--- src/strobe_seq_pkg.sv ---
package strobe_seq_pkg;
  localparam int CNT_W           = 8;
  localparam int ADDR_W          = 21;
  localparam int LANE_W          = 2;
  localparam int DATA_W          = 16;
  localparam int CS_NUM          = 4;
  localparam int REGION_W        = 2;
  localparam int UNITS_PER_EWC   = 16;
  localparam int WAIT_LEAD_UNITS = 4;
  localparam int RELEASE_UNITS   = 4;
  localparam logic [CNT_W-1:0] EWC_RELOAD   = 8'(UNITS_PER_EWC - 1);
  localparam logic [CNT_W-1:0] LEAD_CNT     = 8'(WAIT_LEAD_UNITS - 1);
  localparam logic [CNT_W-1:0] RELEASE_CNT  = 8'(RELEASE_UNITS - 1);
  localparam logic [CNT_W-1:0] CNT_ZERO     = 8'h00;
  localparam logic [CNT_W-1:0] CNT_ONE      = 8'h01;
  localparam logic [CS_NUM-1:0] CS_IDLE     = 4'hF;

  typedef enum logic [6:0] {
    ST_IDLE    = 7'b0000001,
    ST_TURN    = 7'b0000010,
    ST_SETUP   = 7'b0000100,
    ST_STROBE  = 7'b0001000,
    ST_WAITX   = 7'b0010000,
    ST_RELEASE = 7'b0100000,
    ST_HOLD    = 7'b1000000
  } seq_state_t;
endpackage
--- src/async_memory_strobe_sequencer.sv ---
`timescale 1ns/1ps
// Function
// - unit is one clock, or two at half rate
// - read lasts setup+strobe+hold, plus sixteen per wait
// - write lasts setup+strobe+hold, plus sixteen per wait
// - read strobe low for programmed strobe units
// - extended read strobe adds sixteen units per wait
// - read select brackets strobe, or follows strobe
// - write select brackets strobe, or follows strobe
// - read address held over setup and hold
// - read byte lanes held over setup and hold
// - write address held over setup and hold
// - write byte lanes held over setup and hold
// - read strobe rises four units after release
// - wait sampling referenced to nominal hold start
// - extended write strobe adds sixteen units per wait
// - wait bounded by programmable maximum, then timeout
// - setup, strobe, hold, turnaround and maximum wait counts programmable by software; wait unit, lead and release counts fixed
module async_memory_strobe_sequencer #(
  parameter int SETUP_W  = 4,
  parameter int STROBE_W = 6,
  parameter int HOLD_W   = 3,
  parameter int TURN_W   = 2
) (
  input  wire logic                                     MCLK,
  input  wire logic                                     RST,
  input  wire logic                                     HALF_RATE,
  input  wire logic                                     EXTENDED_WAIT_ENABLE,
  input  wire logic                                     SELECT_STROBE,
  input  wire logic [SETUP_W-1:0]                       READ_SETUP_UNITS,
  input  wire logic [STROBE_W-1:0]                      READ_STROBE_UNITS,
  input  wire logic [HOLD_W-1:0]                        READ_HOLD_UNITS,
  input  wire logic [SETUP_W-1:0]                       WRITE_SETUP_UNITS,
  input  wire logic [STROBE_W-1:0]                      WRITE_STROBE_UNITS,
  input  wire logic [HOLD_W-1:0]                        WRITE_HOLD_UNITS,
  input  wire logic [TURN_W-1:0]                        TURNAROUND_UNITS,
  input  wire logic [strobe_seq_pkg::CNT_W-1:0]         MAX_WAIT_TIMEOUT,
  input  wire logic                                     REQ_VALID,
  output logic                                          REQ_READY,
  input  wire logic                                     REQ_WRITE,
  input  wire logic [strobe_seq_pkg::REGION_W-1:0]      REQ_REGION,
  input  wire logic [strobe_seq_pkg::ADDR_W-1:0]        REQ_ADDR,
  input  wire logic [strobe_seq_pkg::LANE_W-1:0]        REQ_LANE,
  input  wire logic [strobe_seq_pkg::DATA_W-1:0]        REQ_WDATA,
  output logic                                          DONE,
  output logic                                          TIMEOUT,
  output logic [strobe_seq_pkg::DATA_W-1:0]             RD_DATA,
  output logic [strobe_seq_pkg::CNT_W-1:0]              EXTERNAL_WAIT_CYCLES,
  input  wire logic                                     EXTERNAL_WAIT_IN,
  output logic [strobe_seq_pkg::CS_NUM-1:0]             CHIP_SELECT_N,
  output logic                                          READ_STROBE_N,
  output logic                                          WRITE_STROBE_N,
  output logic [strobe_seq_pkg::ADDR_W-1:0]             EXT_ADDRESS,
  output logic [strobe_seq_pkg::LANE_W-1:0]             BYTE_LANE_ADDRESS,
  input  wire logic [strobe_seq_pkg::DATA_W-1:0]        EXT_DATA_BUS_IN,
  output logic [strobe_seq_pkg::DATA_W-1:0]             EXT_DATA_BUS_OUT,
  output logic                                          EXT_DATA_BUS_OE
);

  // phase count loader, zero programmed treated as one unit
  function automatic logic [strobe_seq_pkg::CNT_W-1:0] load_units(
    input logic [strobe_seq_pkg::CNT_W-1:0] v
  );
    logic [strobe_seq_pkg::CNT_W-1:0] r;
    r = strobe_seq_pkg::CNT_ZERO;
    if (v != strobe_seq_pkg::CNT_ZERO)
    begin
      r = v - strobe_seq_pkg::CNT_ONE;
    end
    return r;
  endfunction

  strobe_seq_pkg::seq_state_t              state_r;
  strobe_seq_pkg::seq_state_t              state_nxt;
  logic [strobe_seq_pkg::CNT_W-1:0]        cnt_r;
  logic [strobe_seq_pkg::CNT_W-1:0]        cnt_nxt;
  logic [strobe_seq_pkg::CNT_W-1:0]        ewc_r;
  logic [strobe_seq_pkg::CNT_W-1:0]        ewc_nxt;
  logic                                    half_phase_r;
  logic                                    write_r;
  logic [strobe_seq_pkg::REGION_W-1:0]     region_r;
  logic                                    timeout_nxt;
  logic                                    done_nxt;

  wire logic accept    = REQ_VALID && (state_r == strobe_seq_pkg::ST_IDLE);
  wire logic unit_tick = HALF_RATE ? half_phase_r : 1'b1;
  wire logic cnt_end   = unit_tick && (cnt_r == strobe_seq_pkg::CNT_ZERO);
  wire logic [strobe_seq_pkg::CNT_W-1:0] cnt_dec =
    (cnt_end || !unit_tick) ? cnt_r : cnt_r - strobe_seq_pkg::CNT_ONE;
  wire logic op_write  = accept ? REQ_WRITE : write_r;

  // timing fields of the access in progress
  wire logic [strobe_seq_pkg::CNT_W-1:0] setup_u  =
    op_write ? strobe_seq_pkg::CNT_W'(WRITE_SETUP_UNITS)
             : strobe_seq_pkg::CNT_W'(READ_SETUP_UNITS);
  wire logic [strobe_seq_pkg::CNT_W-1:0] strobe_u =
    op_write ? strobe_seq_pkg::CNT_W'(WRITE_STROBE_UNITS)
             : strobe_seq_pkg::CNT_W'(READ_STROBE_UNITS);
  wire logic [strobe_seq_pkg::CNT_W-1:0] hold_u   =
    op_write ? strobe_seq_pkg::CNT_W'(WRITE_HOLD_UNITS)
             : strobe_seq_pkg::CNT_W'(READ_HOLD_UNITS);
  wire logic [strobe_seq_pkg::CNT_W-1:0] turn_u   =
    strobe_seq_pkg::CNT_W'(TURNAROUND_UNITS);

  // wait is looked at only inside the last units before nominal hold start
  wire logic wait_window = (cnt_r <= strobe_seq_pkg::LEAD_CNT);
  wire logic wait_hit    = EXTENDED_WAIT_ENABLE && EXTERNAL_WAIT_IN && wait_window;
  wire logic ewc_limit   = (ewc_r + strobe_seq_pkg::CNT_ONE) >= MAX_WAIT_TIMEOUT;

  wire logic strobe_on_nxt = (state_nxt == strobe_seq_pkg::ST_STROBE) ||
                             (state_nxt == strobe_seq_pkg::ST_WAITX)  ||
                             (state_nxt == strobe_seq_pkg::ST_RELEASE);
  wire logic frame_on_nxt  = strobe_on_nxt ||
                             (state_nxt == strobe_seq_pkg::ST_SETUP) ||
                             (state_nxt == strobe_seq_pkg::ST_HOLD);
  wire logic sel_region    = SELECT_STROBE ? strobe_on_nxt : frame_on_nxt;
  wire logic [strobe_seq_pkg::REGION_W-1:0] region_nxt = accept ? REQ_REGION : region_r;
  wire logic [strobe_seq_pkg::CS_NUM-1:0] cs_onehot =
    strobe_seq_pkg::CS_NUM'(1) << region_nxt;
  wire logic strobe_leaving = strobe_on_nxt == 1'b0 &&
                              (state_r == strobe_seq_pkg::ST_STROBE  ||
                               state_r == strobe_seq_pkg::ST_WAITX   ||
                               state_r == strobe_seq_pkg::ST_RELEASE);

  assign REQ_READY = (state_r == strobe_seq_pkg::ST_IDLE);

  always_comb
  begin
    state_nxt   = state_r;
    cnt_nxt     = cnt_dec;
    ewc_nxt     = ewc_r;
    timeout_nxt = 1'b0;
    done_nxt    = 1'b0;
    case (state_r)
      strobe_seq_pkg::ST_IDLE:
      begin
        if (accept)
        begin
          ewc_nxt = strobe_seq_pkg::CNT_ZERO;
          if (turn_u != strobe_seq_pkg::CNT_ZERO)
          begin
            state_nxt = strobe_seq_pkg::ST_TURN;
            cnt_nxt   = load_units(turn_u);
          end
          else
          begin
            state_nxt = strobe_seq_pkg::ST_SETUP;
            cnt_nxt   = load_units(setup_u);
          end
        end
      end
      strobe_seq_pkg::ST_TURN:
      begin
        if (cnt_end)
        begin
          state_nxt = strobe_seq_pkg::ST_SETUP;
          cnt_nxt   = load_units(setup_u);
        end
      end
      strobe_seq_pkg::ST_SETUP:
      begin
        if (cnt_end)
        begin
          state_nxt = strobe_seq_pkg::ST_STROBE;
          cnt_nxt   = load_units(strobe_u);
        end
      end
      strobe_seq_pkg::ST_STROBE:
      begin
        if (unit_tick && wait_hit)
        begin
          state_nxt = strobe_seq_pkg::ST_WAITX;
          cnt_nxt   = strobe_seq_pkg::EWC_RELOAD;
        end
        else if (cnt_end)
        begin
          state_nxt = strobe_seq_pkg::ST_HOLD;
          cnt_nxt   = load_units(hold_u);
        end
      end
      strobe_seq_pkg::ST_WAITX:
      begin
        if (unit_tick && !EXTERNAL_WAIT_IN)
        begin
          state_nxt = strobe_seq_pkg::ST_RELEASE;
          cnt_nxt   = strobe_seq_pkg::RELEASE_CNT;
        end
        else if (cnt_end)
        begin
          ewc_nxt = ewc_r + strobe_seq_pkg::CNT_ONE;
          if (ewc_limit)
          begin
            state_nxt   = strobe_seq_pkg::ST_HOLD;
            cnt_nxt     = load_units(hold_u);
            timeout_nxt = 1'b1;
          end
          else
          begin
            cnt_nxt = strobe_seq_pkg::EWC_RELOAD;
          end
        end
      end
      strobe_seq_pkg::ST_RELEASE:
      begin
        if (cnt_end)
        begin
          state_nxt = strobe_seq_pkg::ST_HOLD;
          cnt_nxt   = load_units(hold_u);
        end
      end
      strobe_seq_pkg::ST_HOLD:
      begin
        if (cnt_end)
        begin
          state_nxt = strobe_seq_pkg::ST_IDLE;
          done_nxt  = 1'b1;
        end
      end
      default:
      begin
        state_nxt = strobe_seq_pkg::ST_IDLE;
      end
    endcase
  end

  always_ff @(posedge MCLK)
  begin
    if (RST)
    begin
      state_r      <= strobe_seq_pkg::ST_IDLE;
      cnt_r        <= strobe_seq_pkg::CNT_ZERO;
      ewc_r        <= strobe_seq_pkg::CNT_ZERO;
      half_phase_r <= 1'b0;
      write_r      <= 1'b0;
      region_r     <= '0;
    end
    else
    begin
      state_r      <= state_nxt;
      cnt_r        <= cnt_nxt;
      ewc_r        <= ewc_nxt;
      half_phase_r <= accept ? 1'b0 : ~half_phase_r;
      write_r      <= op_write;
      region_r     <= region_nxt;
    end
  end

  // registered pin drive
  always_ff @(posedge MCLK)
  begin
    if (RST)
    begin
      CHIP_SELECT_N        <= strobe_seq_pkg::CS_IDLE;
      READ_STROBE_N        <= 1'b1;
      WRITE_STROBE_N       <= 1'b1;
      EXT_ADDRESS          <= '0;
      BYTE_LANE_ADDRESS    <= '0;
      EXT_DATA_BUS_OUT     <= '0;
      EXT_DATA_BUS_OE      <= 1'b0;
      RD_DATA              <= '0;
      DONE                 <= 1'b0;
      TIMEOUT              <= 1'b0;
      EXTERNAL_WAIT_CYCLES <= strobe_seq_pkg::CNT_ZERO;
    end
    else
    begin
      CHIP_SELECT_N   <= sel_region ? ~cs_onehot : strobe_seq_pkg::CS_IDLE;
      READ_STROBE_N   <= ~(strobe_on_nxt && !op_write);
      WRITE_STROBE_N  <= ~(strobe_on_nxt && op_write);
      EXT_DATA_BUS_OE <= frame_on_nxt && op_write;
      DONE            <= done_nxt;
      TIMEOUT         <= timeout_nxt;
      if (accept)
      begin
        EXT_ADDRESS       <= REQ_ADDR;
        BYTE_LANE_ADDRESS <= REQ_LANE;
        EXT_DATA_BUS_OUT  <= REQ_WDATA;
      end
      if (strobe_leaving && !write_r)
      begin
        RD_DATA <= EXT_DATA_BUS_IN;
      end
      if (done_nxt)
      begin
        EXTERNAL_WAIT_CYCLES <= ewc_r;
      end
    end
  end

endmodule

--- config.mk ---
export PLATFORM = sky130hd
export DESIGN_NAME = async_memory_strobe_sequencer
export DESIGN_NICKNAME = d
export VERILOG_FILES = /design/src/strobe_seq_pkg.sv /design/src/async_memory_strobe_sequencer.sv
export SDC_FILE = /design/constraint.sdc
export NUM_CORES = 1
export LEC_CHECK = 0
export ABC_AREA = 1
export BUFFER_PORTS_ARGS = -buffer_cell sky130_fd_sc_hd__buf_2
export CAP_MARGIN = 20
export CORE_MARGIN = 4
export CORE_UTILIZATION = 51
export CTS_CLUSTER_SIZE = 14
export DETAILED_ROUTE_END_ITERATION = 12
export HOLD_SLACK_MARGIN = 0.08
export PLACE_DENSITY = 0.88
export SYNTH_ARGS = -nofsm -noshare
export SYNTH_HDL_FRONTEND = slang
export SYNTH_SLANG_ARGS = --single-unit
--- constraint.sdc ---
create_clock -name MCLK -period 3.1 [get_ports MCLK]
set_clock_uncertainty 0.05 [all_clocks]
set_input_delay 0.775 -clock MCLK [delete_from_list [all_inputs] [get_ports MCLK]]
set_output_delay 0.775 -clock MCLK [all_outputs]
set_load 0.03 [all_outputs]
; ---- Word-level counts from Yosys, hierarchy flattened
; Index checks and enable logic that the tools add are counted.
[totals]
romBits = 0
output_inout_bits = 73
regBits = 99
mem_count = 0
latch_bits = 0
wordCells = 120
inputBits = 101
ram_bits = 0
[op_classes]
mul = 0
reduce_logical = 32
n_mux = 39
div = 0
addsub = 6
bitwise = 8
shift = 1
magnitude_cmp = 2
eq_ne = 15
[op_table]
columns = operator, count
row1 = 8-bit 2-to-1 mux, 16
row2 = 7-bit 2-to-1 mux, 9
row3 = 7-bit one-hot mux with 7 select lines, 1
row4 = 8-bit one-hot mux with 6 select lines, 1
row5 = 8-bit nonzero test, 4
row6 = 8-bit one-hot mux with 2 select lines, 1
row7 = "7-bit by 3-bit == test with 1-bit output, second input constant", 2
row8 = "7-bit by 4-bit == test with 1-bit output, second input constant", 2
row9 = "7-bit by 5-bit == test with 1-bit output, second input constant", 2
row10 = "7-bit by 6-bit == test with 1-bit output, second input constant", 2
row11 = "7-bit == test, second input constant", 2
row12 = 1-bit logical AND, 11
row13 = "8-bit by 1-bit adder with 8-bit output, second input constant", 1
row14 = 8-bit >= comparator, 1
row15 = "8-bit by 2-bit less-or-equal comparator with 1-bit output, second input constant", 1
row16 = 8-bit zero test, 1
row17 = "8-bit by 1-bit subtractor with 8-bit output, second input constant", 1
row18 = "7-bit by 1-bit == test with 1-bit output, second input constant", 1
row19 = "7-bit by 2-bit == test with 1-bit output, second input constant", 1
row20 = 1-bit logical OR, 7
row21 = 1-bit inverter, 7
row22 = "6-bit by 1-bit subtractor with 7-bit output, second input constant", 1
row23 = 1-bit 2-to-1 mux, 6
row24 = 3-bit 2-to-1 mux, 2
row25 = 15 further kinds, 20

; ---- Depth between registers and ports, before layout
[logic_depth]
word_depth = 14
ltp_mapped = 20
ltp_nobuf = 20

; ---- Worst setup path before layout
; No wires, ideal clock.
[synth_timing]
path_type = reg-to-reg
from = register ewc_r[2] (netlist name)
to = register RD_DATA[10] (netlist name)
synth_period_minus_slack_ns = 2.680
path_slack_ns = 0.420
path_stages_with_launch = 17
path_buffers = 1
required_ns = 2.936
arrival_time_ns = 2.516
setup_ns = 0.114
path_cell_list = dfxtp_1 -> nand3_1 -> nand3b_1 -> nor3_1 -> xor2_1 -> ha_1 -> nand2_1 -> o21a_1 -> nand2_1 -> nand2_4 -> a21oi_2 -> nand3_2 -> nor3_4 -> inv_4 -> buf_6 -> nor2_2 -> nor2_1
[synth_via]
elab_chain_cells = 12
elab_cells_between_ends = 14
classes_between = 1 x add/sub / 1 x order compare / 3 x eq/ne / 4 x mux / 1 x bitwise / 4 x reduce/logical
[synth_rtl]
columns = item, line_no
row1 = from (decl), async_memory_strobe_sequencer.sv:77  ; logic [strobe_seq_pkg::CNT_W-1:0] ewc_r;
row2 = from (signal assigned), async_memory_strobe_sequencer.sv:232  ; ewc_r <= strobe_seq_pkg::CNT_ZERO;
row3 = from (signal assigned), async_memory_strobe_sequencer.sv:241  ; ewc_r <= ewc_nxt;
row4 = 8-bit by 1-bit adder with 8-bit output (*), async_memory_strobe_sequencer.sv:108  ; wire logic ewc_limit = (ewc_r + strobe_seq_pkg::CNT_ONE) >= MAX_WAIT_TIMEOUT;
row5 = 8-bit >= comparator (*), async_memory_strobe_sequencer.sv:108
row6 = 7-bit 2-to-1 mux (*), async_memory_strobe_sequencer.sv:191  ; if (ewc_limit)
row7 = 7-bit 2-to-1 mux (*), async_memory_strobe_sequencer.sv:188  ; else if (cnt_end)
row8 = 7-bit 2-to-1 mux (*), async_memory_strobe_sequencer.sv:183  ; if (unit_tick && !EXTERNAL_WAIT_IN)
row9 = 7-bit one-hot mux with 7 select lines (*), async_memory_strobe_sequencer.sv:134  ; case (state_r)
row10 = 7-bit by 4-bit == test with 1-bit output / 7-bit by 5-bit == test with 1-bit output (equally long branches), "async_memory_strobe_sequencer.sv:110, async_memory_strobe_sequencer.sv:111"
row11 = 1-bit logical OR, async_memory_strobe_sequencer.sv:110  ; wire logic strobe_on_nxt = (state_nxt == strobe_seq_pkg::ST_STROBE) ||
row12 = 1-bit logical OR (*), async_memory_strobe_sequencer.sv:111  ; (state_nxt == strobe_seq_pkg::ST_WAITX) ||
row13 = 1-bit inverter (*), async_memory_strobe_sequencer.sv:120  ; wire logic strobe_leaving = strobe_on_nxt == 1'b0 &&
row14 = 1-bit logical AND (*), async_memory_strobe_sequencer.sv:120
row15 = 1-bit logical AND (*), async_memory_strobe_sequencer.sv:279  ; if (strobe_leaving && !write_r)
row16 = to (signal assigned), async_memory_strobe_sequencer.sv:260  ; RD_DATA <= '0;
row17 = to (signal assigned), async_memory_strobe_sequencer.sv:281  ; RD_DATA <= EXT_DATA_BUS_IN;
row18 = to (decl), async_memory_strobe_sequencer.sv:47  ; output logic [strobe_seq_pkg::DATA_W-1:0] RD_DATA,
; Every way passes the cells marked *; elsewhere a longest branch is shown, timed or not.
; A chain may end at the register's enable or synchronous reset.

; ---- Worst setup path after layout
[layout_timing]
from = register ewc_r[2] (netlist name)
to = register RD_DATA[9] (netlist name)
; Same word-level chain as after synthesis.

==> key figures <==
Outcome
  – Status: finished, final reports clean

Timing
  – Min Tclk post-route: 2.96 ns
  – Max-slew violations: 0
  – Setup TNS: 0 ns
  – Final hold vios: 0
  – Setup violations, final: 0
  – Worst-margin pin slew: between 1 and 1.5 ns
  – Slew margin rel.: 32.6%
  – Final period utilization: 95.6%
  – WHS: 0.417 ns
  – Achievable Freq: 0.338 GHz
  – Worst setup margin: 0.137 ns

Logic synthesis
  – Number of distinct library cells after synthesis: 43
  – Area share of the leading cell type in the synthesized netlist: 39.0%
  – Area contributors post-synth: dfxtp_1 39%, nand2_1 15%, inv_1 6.4%, a21oi_1 6.4%, nor2_1 6.3%
  – Syn nets: 856
  – Cell count after synthesis: 743
  – Synth Warn #: 0
  – Sequential area share after synthesis: 39.0%
  – #FFs+latches synth: 99
  – Syn_area_per_cell: 6.84 um2
  – Cell Area, Synth: roughly 0.0051 mm2
  – Most area-hungry cell type in the Yosys netlist: dfxtp_1

Global routing
  – Pin count of the biggest net entering global routing: 62
  – Initial antenna violation count: 1
  – Vias in the first global route: 5106
  – First-pass GRT wire length: 22.7 mm
  – GR Overflow Total: 0
  – GRT Util Overall: between 20% and 30%

CTS
  – H-tree depth: 3
  – Clock tree root driver cell: clkbuf_8
  – CTS tree: done
  – Post-CTS Hold Fix Bufs: 0
  – Skew-Pair Late Insertion Delay: 0.36 ns
  – Largest buffer count on any clock path: 2
  – Cts bufs inserted: 9
  – Clk pin slew, worst setup/hold paths: 0.10 ns
  – Clock net sink count: about 100

Floorplanning
  – Die area: around 0.012 mm2
  – IO Pins: 174
  – Die H: 108 um
  – Core Area: just under 0.01 mm2
  – Starting Density: 52.3%
  – Cell Rows: 36
  – DIE WIDTH: 108 um

Final layout
  – Sequential cell area: 0.00198 mm2
  – Final nets: 1026
  – Design area: 0.00629 mm2
  – Diode count: 0
  – Most common cell after layout, fill and taps aside: nand2_1
  – Commonest cells after routing, fill and taps aside: 198 x nand2_1, 174 x buf_2, 97 x dfxtp_1
  – Share of layout cells above drive strength 1: 26.7%
  – Layout fillers: between 900 and 1000
  – Multi-input logic area: 0.00263 mm2
  – Area Overhead vs Synth: 23.7%

Route
  – WL/cell: 13.3 um
  – Post-DRT Antenna Nets: 0
  – TritonRoute pass-1 iters: 5
  – Vias: 5290
  – Residual DRC: 0
  – Final wirelength: 13.9 mm
  – DRT iter0 DRCs: 361
  – Vias per inst: 5.04

Setup path
  – Worst Path Required: about 3.3 ns
  – Worst setup EP type: flip-flop
  – Buf/Inv on CP: 2
  – Slowest-stage cell, CP: dfxtp_1
  – Startpoint Class: flip-flop
  – Crit-path leading delay family: simple AND/OR/NAND/NOR gates
  – CP peak stage delay: 0.40 ns
  – Crit path kind: flip-flop to flip-flop
  – CP Cell Sequence: nand3_1 > nand3b_1 > nor3_2 > xor2_1 > ha_1 > nand2_1 > o21a_1 > nand2_2 > nand2_4 > a21oi_2 > nand3_2 > nor3_4 > buf_12 > buf_2 > o21ai_1 > nor2_1
  – WP data arrival: 3.21 ns
  – Crit path max fanout: 8

Placed design
  – Placer Congestion: 0.985
  – Number of port buffers: 173
  – Post-DP HPWL: 10.3 mm
  – Post-Place Worst Slack: 0.112 ns
  – Area after DPL: 0.00605 mm2

Power
  – Max IR drop VDD: roughly 0.3 mV
  – Leakage: 3.35 nW
  – Pwr dens: 657 mW/mm2

Run
  – Max Cap Violations: 0

Min path
  – Worst Hold Class: flip-flop to flip-flop
[metal layers]
layer	vias up	track usage, %	share of wire (%)
met3	24	6.30	9.3
li1	2696	-	-
met4	2	8.12	1.6
met2	216	41.4	48
met1	2352	28.4	41
met5	-	0	0.093
[report_power, final]
group          total, W  switching, W  internal (W)
Clock          0.000813      0.000443      0.000370
Combinational   0.00183       0.00124      0.000593
Sequential      0.00149     0.0000842       0.00141
Total           0.00413       0.00176       0.00237
[stage by stage]
step	util, %	total power (W)	std cells
after global placement	62.2	0.00330	1032
after detailed placement	62.2	0.00332	1032
final	64.6	0.00413	1050
after global routing	64.6	0.00445	1050
after floorplan	-	0.00289	743
after CTS	64.2	0.00414	1047
[final timing paths]
path                           startpoint                            to  slack [ns]  cells past startpoint
min          EXT_ADDRESS[12]$_SDFFE_PP0P_  EXT_ADDRESS[12]$_SDFFE_PP0P_        0.42                      2
min reg2reg  EXT_ADDRESS[12]$_SDFFE_PP0P_  EXT_ADDRESS[12]$_SDFFE_PP0P_        0.42                      2
max reg2reg         ewc_r[2]$_SDFFE_PP0P_       RD_DATA[9]$_SDFFE_PP0P_        0.14                     16
max                 ewc_r[2]$_SDFFE_PP0P_       RD_DATA[9]$_SDFFE_PP0P_        0.14                     16
[flip-flops by register name, indices dropped and copies added (netlist names)]
register / count
write_r: 1
EXTERNAL_WAIT_CYCLES: 8
BYTE_LANE_ADDRESS: 2
EXT_DATA_BUS_OUT: 16
region_r: 2
WRITE_STROBE_N: 1
EXT_ADDRESS: 21
half_phase_r: 1
READ_STROBE_N: 1
ewc_r: 8
EXT_DATA_BUS_OE: 1
RD_DATA: 16
state_r: 7
CHIP_SELECT_N: 4
TIMEOUT: 1
DONE: 1
cnt_r: 8
[cells in the mapped netlist (all sizes together)]
cell type and n:
a21oi 66, nand3b 6, nor3 10, dfxtp 99
mux2i 1, nor2 100, o31ai 1, nand4 12
nor4 2, clkinv 2, ha 12, o22ai 2
clkbuf 17, nand3 36, a22oi 6, or2 1
xor2 11, nor3b 1, o21bai 1, buf 8
xnor2 2, o32ai 1, nand2 208, o21ai 40
o211ai 1, a21boi 2, inv 93, o21a 2
[worst min-delay path, delay by kind of cell, from the launching register on]
kind            cells  cell delay [ns]
flops               1             0.32
compound gates      1             0.05
simple gates        1             0.06
[area by class of cell]
cell class | instances | area share, %
multi-input cells | 524 | 41.8
flip-flops and latches | 99 | 31.5
repair buffers | 184 | 15.3
inverters | 95 | 5.71
well taps | 133 | 2.65
clock buffers | 9 | 1.97
clock inverters | 6 | 1.03
[timing repair]
item                                    in CTS  in global routing
resized for setup                            0                  5
endpoints found under the setup margin       0                 16
buffers inserted                             0                  2
hold endpoints to repair                     0                  0
[kinds of logic (layout without fill, tap and decap cells)]
family,after synthesis,after routing,share of synthesized area (%)
fa+ha+maj,12,12,2.95
mux,1,1,0.197
flops,99,99,39.0
buf+inv,120,294,9.57
compound gates,122,122,13.1
xor+xnor,13,13,2.24
simple gates,376,376,33.0
Note: power is estimated with default switching activity, not from simulation.
